**src/core/ssf_pkg.sv**
```systemverilog
// Purpose: Shared constants and types for the sync acquisition / flash command handler
// Assumes: 32-bit register port, byte addresses, one aligned word per register
// Notes:   Commands arrive as register writes; text parsing lives in the host-side firmware
package ssf_pkg;
    // Register byte offsets
    localparam logic [7:0] REG_CMD        = 8'h00;
    localparam logic [7:0] REG_STATUS     = 8'h04;
    localparam logic [7:0] REG_END_K      = 8'h08;
    localparam logic [7:0] REG_RUN_US     = 8'h0C;
    localparam logic [7:0] REG_OFF_US     = 8'h10;
    localparam logic [7:0] REG_READ_MODE  = 8'h14;
    localparam logic [7:0] REG_NAME_LEN   = 8'h18;
    localparam logic [7:0] REG_WRITE_ADDR = 8'h1C;
    localparam logic [7:0] REG_NAME0      = 8'h20;
    localparam logic [7:0] REG_NAME3      = 8'h2C;
    localparam logic [7:0] REG_RANGE_FROM = 8'h30;
    localparam logic [7:0] REG_RANGE_TO   = 8'h34;
    localparam logic [7:0] REG_RANGE_CTRL = 8'h38;

    // Command opcodes written to REG_CMD[7:0]
    localparam logic [7:0] CMD_STOP        = 8'h01;
    localparam logic [7:0] CMD_START_LEVEL = 8'h02;
    localparam logic [7:0] CMD_START_EDGE  = 8'h03;
    localparam logic [7:0] CMD_START_TIMER = 8'h04;
    localparam logic [7:0] CMD_RANGE_READ  = 8'h05;

    // Range control field positions
    localparam int CTL_FIRST_LSB = 0;
    localparam int CTL_LAST_LSB  = 8;
    localparam int CTL_TSEL_LSB  = 16;
    localparam int CTL_HEX_BIT   = 24;
    localparam int CTL_KILO_BIT  = 25;
    localparam int CTL_EXT_BIT   = 26;
    localparam int CTL_LOW8_BIT  = 27;
    localparam int CTL_FAST_BIT  = 28;

    // Status field positions
    localparam int STS_MODE_LSB   = 0;
    localparam int STS_BUSY_BIT   = 3;
    localparam int STS_ENDED_BIT  = 4;

    // Values and limits
    localparam logic [7:0]  TIMER_SEL_ON   = 8'h01;
    localparam logic [13:0] END_K_MAX      = 14'h270F;
    localparam logic [4:0]  NAME_MAX       = 5'h10;
    localparam logic [9:0]  KILO           = 10'h3E8;
    localparam logic [5:0]  ONE_DIGIT_MAX  = 6'h09;
    localparam logic [5:0]  LOW8_LAST      = 6'h07;
    localparam logic [1:0]  MODE_RAW       = 2'h0;
    localparam logic [1:0]  MODE_ONE       = 2'h1;
    localparam logic [1:0]  MODE_ECC       = 2'h2;

    // Timing
    localparam int CLK_PERIOD_NS = 20;
    localparam int NS_PER_US     = 1000;
    localparam int CYC_PER_US    = NS_PER_US / CLK_PERIOD_NS;
    localparam int OFF_MIN_NS    = 120;
    localparam int OFF_MIN_CYC   = (OFF_MIN_NS + CLK_PERIOD_NS - 1) / CLK_PERIOD_NS;

    typedef enum logic [2:0] {ACQ_IDLE, ACQ_LEVEL, ACQ_EDGE, ACQ_TRUN, ACQ_TOFF} ssf_acq_e;

    typedef struct packed {
        logic [23:0] dataNum;
        logic [5:0]  chan;
        logic        isTimer;
        logic        hexFmt;
        logic        fastLan;
    } ssf_item_s;

    typedef struct packed {
        logic        valid;
        logic [23:0] addr;
        logic [1:0]  mode;
    } ssf_store_s;
endpackage

```
**src/core/ssf_cmd_handler.sv**
```systemverilog
// Purpose: Range readback sequencer, flash-stored acquisition control, read-mode select
// Assumes: gateIn synchronous to core_clk; item sink may stall with itemReady low
// Notes:   Text formatting (dec/hex) is done downstream from the item flags
//
// Strobed register access and the register offsets were chosen for this implementation.
`timescale 1ns/1ps
module ssf_cmd_handler #(
    parameter int NUM_CHANNELS = 64
) (
    input  wire logic               core_clk,
    input  wire logic               sys_rst,
    input  wire logic [7:0]         regAddr,
    input  wire logic [31:0]        regWrData,
    input  wire logic               regWrite,
    input  wire logic               regRead,
    output logic [31:0]             regRdData,
    input  wire logic               gateIn,
    output ssf_pkg::ssf_store_s     store,
    output logic [1:0]              readMode,
    output logic                    eccEnable,
    output ssf_pkg::ssf_item_s      item,
    output logic                    itemValid,
    input  wire logic               itemReady,
    output logic                    rangeBusy
);
    localparam logic [5:0] LAST_CHAN = 6'(NUM_CHANNELS - 1);

    ssf_pkg::ssf_acq_e acqState;
    logic [13:0]       endK;
    logic [23:0]       runUs;
    logic [23:0]       offUs;
    logic [4:0]        nameLen;
    logic [31:0]       nameWord [4];
    logic [23:0]       writeAddr;
    logic              ended;
    logic [13:0]       rangeFrom;
    logic [13:0]       rangeTo;
    logic [31:0]       rangeCtrl;
    logic              gatePrev;
    logic [31:0]       tmrCnt;

    logic [23:0]       curNum;
    logic [23:0]       lastNum;
    logic [5:0]        curChan;
    logic [5:0]        firstChan;
    logic [5:0]        lastChan;
    logic              withTimer;
    logic              onTimer;
    logic              hexSel;
    logic              fastSel;

    logic isCmd;
    logic storeEvent;
    logic [23:0] endLimit;
    logic [23:0] next_from;
    logic [23:0] next_to;
    logic [5:0]  next_first;
    logic [5:0]  next_last;
    logic        next_timer;
    logic [31:0] runCyc;
    logic [31:0] offCyc;

    assign isCmd    = regWrite && (regAddr == ssf_pkg::REG_CMD);
    assign endLimit = 24'(endK) * 24'(ssf_pkg::KILO);
    assign runCyc   = 32'(runUs) * 32'(ssf_pkg::CYC_PER_US);
    // Zero off time still leaves a short gap so the counters can latch
    assign offCyc   = (offUs == 24'h000000) ? 32'(ssf_pkg::OFF_MIN_CYC)
                    : 32'(offUs) * 32'(ssf_pkg::CYC_PER_US);

    // Decode of a pending range read request
    always_comb begin
        logic [5:0] rawFirst;
        logic [5:0] rawLast;
        logic [5:0] capLast;
        rawFirst = rangeCtrl[ssf_pkg::CTL_FIRST_LSB +: 6];
        rawLast  = rangeCtrl[ssf_pkg::CTL_LAST_LSB +: 6];
        capLast  = rangeCtrl[ssf_pkg::CTL_EXT_BIT] ? LAST_CHAN : ssf_pkg::ONE_DIGIT_MAX;
        if (rawFirst > capLast) begin
            rawFirst = capLast;
        end
        if (rawLast > capLast) begin
            rawLast = capLast;
        end
        if (rawLast < rawFirst) begin
            rawLast = rawFirst;
        end
        // Both single and two-digit forms enable the timer only on the value one
        next_timer = (rangeCtrl[ssf_pkg::CTL_TSEL_LSB +: 8] == ssf_pkg::TIMER_SEL_ON);
        next_first = rawFirst;
        next_last  = rawLast;
        if (rangeCtrl[ssf_pkg::CTL_LOW8_BIT]) begin
            next_first = 6'h00;
            next_last  = ssf_pkg::LOW8_LAST;
            next_timer = 1'b0;
        end
        if (rangeCtrl[ssf_pkg::CTL_KILO_BIT]) begin
            next_from = 24'(rangeFrom) * 24'(ssf_pkg::KILO);
            next_to   = 24'(rangeTo) * 24'(ssf_pkg::KILO);
        end else begin
            next_from = 24'(rangeFrom);
            next_to   = 24'(rangeTo);
        end
    end

    // Configuration registers
    always_ff @(posedge core_clk) begin
        if (sys_rst) begin
            endK      <= 14'h0000;
            runUs     <= 24'h000000;
            offUs     <= 24'h000000;
            readMode  <= ssf_pkg::MODE_RAW;
            rangeFrom <= 14'h0000;
            rangeTo   <= 14'h0000;
            rangeCtrl <= 32'h00000000;
        end else if (regWrite) begin
            unique case (regAddr)
                ssf_pkg::REG_END_K: begin
                    endK <= (regWrData > 32'(ssf_pkg::END_K_MAX)) ? ssf_pkg::END_K_MAX
                          : regWrData[13:0];
                end
                ssf_pkg::REG_RUN_US: begin
                    runUs <= regWrData[23:0];
                end
                ssf_pkg::REG_OFF_US: begin
                    offUs <= regWrData[23:0];
                end
                ssf_pkg::REG_READ_MODE: begin
                    // Unsupported codes are ignored so the mode stays meaningful
                    if (regWrData[1:0] != 2'h3) begin
                        readMode <= regWrData[1:0];
                    end
                end
                ssf_pkg::REG_RANGE_FROM: begin
                    rangeFrom <= regWrData[13:0];
                end
                ssf_pkg::REG_RANGE_TO: begin
                    rangeTo <= regWrData[13:0];
                end
                ssf_pkg::REG_RANGE_CTRL: begin
                    rangeCtrl <= regWrData;
                end
                default: begin
                end
            endcase
        end
    end

    // Correction engine enable follows the read mode
    always_ff @(posedge core_clk) begin
        if (sys_rst) begin
            eccEnable <= 1'b0;
        end else begin
            eccEnable <= (readMode == ssf_pkg::MODE_ECC);
        end
    end

    // Dataset name storage
    always_ff @(posedge core_clk) begin
        if (sys_rst) begin
            nameLen <= 5'h00;
            for (int i = 0; i < 4; i++) begin
                nameWord[i] <= 32'h00000000;
            end
        end else if (regWrite) begin
            if (regAddr >= ssf_pkg::REG_NAME0 && regAddr <= ssf_pkg::REG_NAME3) begin
                nameWord[regAddr[3:2]] <= regWrData;
            end
            if (regAddr == ssf_pkg::REG_NAME_LEN) begin
                nameLen <= (regWrData > 32'(ssf_pkg::NAME_MAX))
                         ? ssf_pkg::NAME_MAX : regWrData[4:0];
            end
        end
    end

    // Gate edge history
    always_ff @(posedge core_clk) begin
        if (sys_rst) begin
            gatePrev <= 1'b0;
        end else begin
            gatePrev <= gateIn;
        end
    end

    always_comb begin
        unique case (acqState)
            ssf_pkg::ACQ_LEVEL: storeEvent = gatePrev && !gateIn;
            ssf_pkg::ACQ_EDGE:  storeEvent = !gatePrev && gateIn;
            ssf_pkg::ACQ_TRUN:  storeEvent = (tmrCnt == 32'h00000000);
            default:            storeEvent = 1'b0;
        endcase
    end

    // Acquisition mode sequencer
    always_ff @(posedge core_clk) begin
        if (sys_rst) begin
            acqState <= ssf_pkg::ACQ_IDLE;
            tmrCnt   <= 32'h00000000;
        end else if (isCmd && regWrData[7:0] == ssf_pkg::CMD_STOP) begin
            acqState <= ssf_pkg::ACQ_IDLE;
        end else if (isCmd && regWrData[7:0] == ssf_pkg::CMD_START_LEVEL) begin
            acqState <= ssf_pkg::ACQ_LEVEL;
        end else if (isCmd && regWrData[7:0] == ssf_pkg::CMD_START_EDGE) begin
            acqState <= ssf_pkg::ACQ_EDGE;
        end else if (isCmd && regWrData[7:0] == ssf_pkg::CMD_START_TIMER) begin
            acqState <= ssf_pkg::ACQ_TRUN;
            tmrCnt   <= (runCyc == 32'h00000000) ? 32'h00000000 : runCyc - 32'h00000001;
        end else if (storeEvent && writeAddr >= endLimit) begin
            acqState <= ssf_pkg::ACQ_IDLE;
        end else begin
            unique case (acqState)
                ssf_pkg::ACQ_TRUN: begin
                    if (tmrCnt == 32'h00000000) begin
                        acqState <= ssf_pkg::ACQ_TOFF;
                        tmrCnt   <= offCyc - 32'h00000001;
                    end else begin
                        tmrCnt <= tmrCnt - 32'h00000001;
                    end
                end
                ssf_pkg::ACQ_TOFF: begin
                    if (tmrCnt == 32'h00000000) begin
                        acqState <= ssf_pkg::ACQ_TRUN;
                        tmrCnt   <= (runCyc == 32'h00000000) ? 32'h00000000
                                  : runCyc - 32'h00000001;
                    end else begin
                        tmrCnt <= tmrCnt - 32'h00000001;
                    end
                end
                default: begin
                end
            endcase
        end
    end

    // Flash record address and store strobe
    always_ff @(posedge core_clk) begin
        if (sys_rst) begin
            writeAddr <= 24'h000000;
            store     <= '0;
        end else begin
            store.valid <= storeEvent;
            store.mode  <= readMode;
            if (storeEvent) begin
                store.addr <= writeAddr;
                writeAddr  <= writeAddr + 24'h000001;
            end
            // Naming starts a fresh dataset; a coincident store still pulses, but its address increment is superseded
            if (regWrite && regAddr == ssf_pkg::REG_NAME_LEN) begin
                writeAddr <= 24'h000000;
            end
        end
    end

    // End-reached flag: set by hardware, cleared by any start; set wins
    always_ff @(posedge core_clk) begin
        if (sys_rst) begin
            ended <= 1'b0;
        end else if (storeEvent && writeAddr >= endLimit) begin
            ended <= 1'b1;
        end else if (isCmd && (regWrData[7:0] == ssf_pkg::CMD_START_LEVEL
                            || regWrData[7:0] == ssf_pkg::CMD_START_EDGE
                            || regWrData[7:0] == ssf_pkg::CMD_START_TIMER)) begin
            ended <= 1'b0;
        end
    end

    // Range read sequencer; one item per channel, then the timer if selected
    always_ff @(posedge core_clk) begin
        if (sys_rst) begin
            rangeBusy <= 1'b0;
            itemValid <= 1'b0;
            item      <= '0;
            curNum    <= 24'h000000;
            lastNum   <= 24'h000000;
            curChan   <= 6'h00;
            firstChan <= 6'h00;
            lastChan  <= 6'h00;
            withTimer <= 1'b0;
            onTimer   <= 1'b0;
            hexSel    <= 1'b0;
            fastSel   <= 1'b0;
        end else if (!rangeBusy) begin
            if (itemReady) begin
                itemValid <= 1'b0;
            end
            // A new request is accepted only once the previous last item has been taken, otherwise it is dropped
            if (isCmd && regWrData[7:0] == ssf_pkg::CMD_RANGE_READ
                && (!itemValid || itemReady) && next_from <= next_to) begin
                rangeBusy <= 1'b1;
                curNum    <= next_from;
                lastNum   <= next_to;
                curChan   <= next_first;
                firstChan <= next_first;
                lastChan  <= next_last;
                withTimer <= next_timer;
                onTimer   <= 1'b0;
                hexSel    <= rangeCtrl[ssf_pkg::CTL_HEX_BIT];
                // Fast LAN transfer only applies to the hex form without the low-eight selection
                fastSel   <= rangeCtrl[ssf_pkg::CTL_FAST_BIT] && rangeCtrl[ssf_pkg::CTL_HEX_BIT]
                          && !rangeCtrl[ssf_pkg::CTL_LOW8_BIT];
            end
        end else if (!itemValid || itemReady) begin
            itemValid    <= 1'b1;
            item.dataNum <= curNum;
            item.chan    <= onTimer ? 6'h00 : curChan;
            item.isTimer <= onTimer;
            item.hexFmt  <= hexSel;
            item.fastLan <= fastSel;
            if (onTimer || (curChan == lastChan && !withTimer)) begin
                onTimer <= 1'b0;
                curChan <= firstChan;
                curNum  <= curNum + 24'h000001;
                if (curNum == lastNum) begin
                    rangeBusy <= 1'b0;
                end
            end else if (curChan == lastChan) begin
                onTimer <= 1'b1;
            end else begin
                curChan <= curChan + 6'h01;
            end
        end
    end

    // Register read port, data valid only in the cycle after the strobe
    always_ff @(posedge core_clk) begin
        if (sys_rst) begin
            regRdData <= 32'h00000000;
        end else if (regRead) begin
            regRdData <= 32'h00000000;
            unique case (regAddr)
                ssf_pkg::REG_STATUS: begin
                    regRdData[ssf_pkg::STS_MODE_LSB +: 3] <= acqState;
                    regRdData[ssf_pkg::STS_BUSY_BIT]      <= rangeBusy;
                    regRdData[ssf_pkg::STS_ENDED_BIT]     <= ended;
                end
                ssf_pkg::REG_END_K:      regRdData <= 32'(endK);
                ssf_pkg::REG_RUN_US:     regRdData <= 32'(runUs);
                ssf_pkg::REG_OFF_US:     regRdData <= 32'(offUs);
                ssf_pkg::REG_READ_MODE:  regRdData <= 32'(readMode);
                ssf_pkg::REG_NAME_LEN:   regRdData <= 32'(nameLen);
                ssf_pkg::REG_WRITE_ADDR: regRdData <= 32'(writeAddr);
                ssf_pkg::REG_RANGE_FROM: regRdData <= 32'(rangeFrom);
                ssf_pkg::REG_RANGE_TO:   regRdData <= 32'(rangeTo);
                ssf_pkg::REG_RANGE_CTRL: regRdData <= rangeCtrl;
                default: begin
                    if (regAddr >= ssf_pkg::REG_NAME0 && regAddr <= ssf_pkg::REG_NAME3) begin
                        regRdData <= nameWord[regAddr[3:2]];
                    end
                end
            endcase
        end else begin
            regRdData <= 32'h00000000;
        end
    end
endmodule

```
**config.mk**
```make
export PLATFORM = sky130hd
export DESIGN_NAME = ssf_cmd_handler
export DESIGN_NICKNAME = d
export VERILOG_FILES = /design/src/core/ssf_pkg.sv /design/src/core/ssf_cmd_handler.sv
export SDC_FILE = /design/constraint.sdc
export NUM_CORES = 2
export LEC_CHECK = 0
export ABC_AREA = 1
export BUFFER_PORTS_ARGS = -buffer_cell sky130_fd_sc_hd__buf_4
export CAP_MARGIN = 10
export CORE_ASPECT_RATIO = 1.75
export CORE_MARGIN = 2
export CORE_UTILIZATION = 45
export CTS_CLUSTER_SIZE = 28
export DETAILED_ROUTE_END_ITERATION = 8
export PLACE_DENSITY = 0.66
export SLEW_MARGIN = 15
export SYNTH_ARGS = -nofsm -noshare
export SYNTH_HDL_FRONTEND = slang
export SYNTH_SLANG_ARGS = --single-unit
export TNS_END_PERCENT = 30
```
**constraint.sdc**
```tcl
create_clock -name core_clk -period 8 [get_ports core_clk]
set_input_delay 2.4 -clock core_clk [delete_from_list [all_inputs] [get_ports core_clk]]
set_output_delay 2.4 -clock core_clk [all_outputs]
set_load 0.01 [all_outputs]
```
==> qor.yml <==
run_status:
  run_status: "complete, no violations"
yosys:
  synth_edf_count: 128
  synth.top_cell.area_share_pct: 19.0
  netlist_instances: 4971
  synthesis.area_sq_mm: 0.0375
  synth.avg_cell_area_sq_um: 7.54
  yosys-top-cells-count: "inv_1, nand2_1, nor2_1"
  synth_warnings: 0
  postSynth.asyncResetShare_pct: 0
  post_synthesis_register_bit_count: 483
  synth_top_area_cell: "dfxtp_1"
  yosys.cell_types.count: 65
  synthMostInstantiatedCell: "inv_1"
  ys.flop_type: "dfxtp_1"
  synth.net_count: 5569
  netlist_top_cells_area: "dfxtp_1, ha_1, edfxtp_1"
  synth_seq_area_share_pct: 29.2
grt:
  globalRouteTotalUtil_pct: 31.8
  grt_overflow_total: 0
  antenna_found_initial: 2
  grt_pass1_vias: 34400
  grt_start_max_net_pins: 82
  global_route_wire_length_before_repair_microns: 205000
run:
  max_cap_violations: 0
floorplan:
  die_area_sq_mm: 0.0858
  die_w_microns: 222
  initial_utilization_pct: 45.3
  die-height_microns: 386
  placeableCoreArea_sq_mm: 0.0829
  fp-row-count: 140
  io-pin-count: 143
clock_network:
  cts.path.max_buffers: 3
  cts.clk_slew.worst_paths_ns: 0.07
  numCtsBuffers: 49
  h_tree_lvls: 2
  cts_tree: "yes"
  tritoncts_num_sinks: 483
  ctsHoldBuffers: 0
  clock_latency_on_the_worst_skew_pair_ns: 0.64
  clockRootBuffer: "clkbuf_16"
drt:
  viasPerCell: 5.65
  detail_route.first_pass.iterations: 5
  wl_per_cell_microns: 22.3
  drc: 0
  routed_wl_microns: 137000
  final_antenna_net_count: 0
  vias: 34800
  drt_first_iter_violations: 2570
pwr:
  vdd_drop_max_mv: 0.145
  p_leak_nw: 19.6
  sw_frac_of_total_pct: 25.1
  power.net_switching_w: 0.00130
  comb_power_share_pct: 5.6
  design_power_total_w: 0.00517
  p_per_area_mw_per_mm2: 125
  seq_power_share_pct: 49.4
  share_clk_of_total_power_pct: 45.0
  internal_power_w: 0.00387
worst_setup_path:
  worst-setup-path-type: "reg2reg"
  critPathLaunch: "rangeFrom[7]$_SDFFE_PP0P_"
  worst_r2r_endpoint: "curNum[20]$_SDFFE_PP0P_"
  critPathLaunchType: "flop"
  regToRegStartpoint: "rangeFrom[7]$_SDFFE_PP0P_"
  critical-path-max-stage-delay_ns: 0.55
  worst_path_most_repeated_cell: "inv_1"
  critPathMaxFanout: 18
  reg2reg_depth: 33
  crit_path_end_kind: "flop"
  cp_data_arrival_time_ns: 7.94
  cp_data_required_time_ns: 8.55
  rrSetupSlack_ns: 0.61
  slowest_stage: "dfxtp_1"
worst_hold_path:
  timing.hold.worst_path_depth: 2
  worstHoldStart: "firstChan[1]$_SDFFE_PP0P_"
  worstHoldPathType: "reg2reg"
  worst_hold_end: "firstChan[1]$_SDFFE_PP0P_"
timing:
  fin_setup_tns_ns: 0
  rsz0062_at_grt: "false"
  worst_clock_skew_ns: 0.0349
  hold_viol_final: 0
  setup_viol: 0
  timing.final.max_slew_violations: 0
  final_critical_path_setup_slack_ns: 0.611
  finalCritPeriodShare_pct: 92.4
  final_period_minus_worst_setup_slack_ns: 7.39
  clock.fmax_mhz: 135
  timing.max_slew.rel_slack_pct: 11.5
  tightest_slew_ns: 1.32
cells_and_area:
  area.growth.synth_to_final_pct: 9.99
  post_route_cells_drive_above_1_share_pct: 6.74
  design.final.nets: 5650
  filler_cell_count: 8200
  final_cell_area_sq_mm: 0.0412
  antenna_cells: 0
placed_design:
  portBuffers: 142
  place_congestion: 1.01
  post-dp-hpwl_microns: 108000
  instance_area_after_placement_sq_mm: 0.0396
  dp_worst_setup_slack_ns: 0.569
==> layer usage <==
metal  up-vias  global-route usage (%)  wire (microns)
li1      16500                       -               -
met1     16400                    31.4           45900
met2      1342                    57.2           68200
met3       501                    4.42            8010
met4         0                    30.2           15300
met5         -                       0               0
==> area by class of cell <==
| class | count | area (sq um) | area share, % |
|---|---|---|---|
| clock buffers | 68 | 1390 | 3.37 |
| clock inverters | 23 | 189 | 0.458 |
| inverters | 880 | 3310 | 8.03 |
| multi-input cells | 3451 | 22700 | 55.0 |
| flip-flops and latches | 483 | 11000 | 26.5 |
| well taps | 1065 | 1330 | 3.23 |
| repair buffers | 186 | 1400 | 3.39 |
| repair inverters | 1 | 7.51 | 0.0182 |
==> placed cells by master, fill, tap and decap left out, types with 128 or more instances in the layout <==
master and instances:
inv_1 853, nand2_1 841, nor2_1 444, a21oi_1 411
ha_1 376, dfxtp_1 355, o21ai_0 349, nand3_1 206
buf_4 186, fa_1 176, edfxtp_1 128
==> flip-flops by register name, summed over array words and instances (netlist names), 14 cells and up <==
signal     cells
runUs         24
lastNum       24
writeAddr     24
regRdData     32
rangeCtrl     32
endK          14
offUs         24
nameWord     128
item          33
store         27
curNum        24
rangeTo       14
tmrCnt        32
rangeFrom     14
==> power by group through the flow <==
stage / Combinational, W / Clock (W) / Sequential (W)
after CTS: 0.000285 / 0.00234 / 0.00255
after global placement: 0.000283 / 0 / 0.00261
after detailed placement: 0.000284 / 0 / 0.00261
after floorplan: 0.000160 / 0 / 0.00260
after global routing: 0.000311 / 0.00242 / 0.00256
final: 0.000292 / 0.00232 / 0.00255
==> metrics by stage <==
step / utilization (%) / hold slack (ns) / std cells
global placement: 47.9 / 0.441 / 6065
finish: 49.8 / 0.455 / 6157
detailed placement: 47.9 / 0.443 / 6065
global route: 49.8 / 0.471 / 6157
floorplan: - / 0.424 / 4971
CTS: 49.8 / 0.453 / 6156
==> kinds of logic (layout without fill, tap and decap cells) <==
family	after synthesis	after routing	synth area share, %
AO/OA/AOI/OAI	1029	1029	15.4
XOR/XNOR	132	132	3.14
adder cells (fa/ha/maj)	552	552	21.9
buffers and inverters	1037	1158	10.5
flip-flops	483	483	29.2
multiplexers	8	8	0.214
AND/OR/NAND/NOR	1730	1730	19.6
==> worst max-delay path, delay by kind of cell, from the launching register on <==
kind	cells	cell delay, ns
AOI/OAI and AO/OA	7	1.26
adders and majority gates	6	2.55
buffers and inverters	8	0.90
DFF	1	0.55
and+or+nand+nor	12	2.07
==> worst max path at each step <==
stage | end | cells past startpoint | slack (ns)
3_3_place_gp | lastChan[1]$_SDFFE_PP0P_ | 33 | 0.72
6_report | curNum[20]$_SDFFE_PP0P_ | 33 | 0.61
2_1_floorplan | tmrCnt[10]$_SDFFE_PP0P_ | 28 | 1.92
3_5_place_dp | lastNum[23]$_SDFFE_PP0P_ | 32 | 0.57
5_1_grt | curNum[18]$_SDFFE_PP0P_ | 30 | 0.05
4_1_cts | lastNum[23]$_SDFFE_PP0P_ | 32 | 0.56
==> repair_timing <==
| action | in CTS | in global routing |
|---|---|---|
| setup buffers | 0 | 0 |
| resized for setup | 0 | 3 |
| endpoints found under the setup margin | 0 | 20 |
No activity file was read; power rests on OpenSTA's default activity.
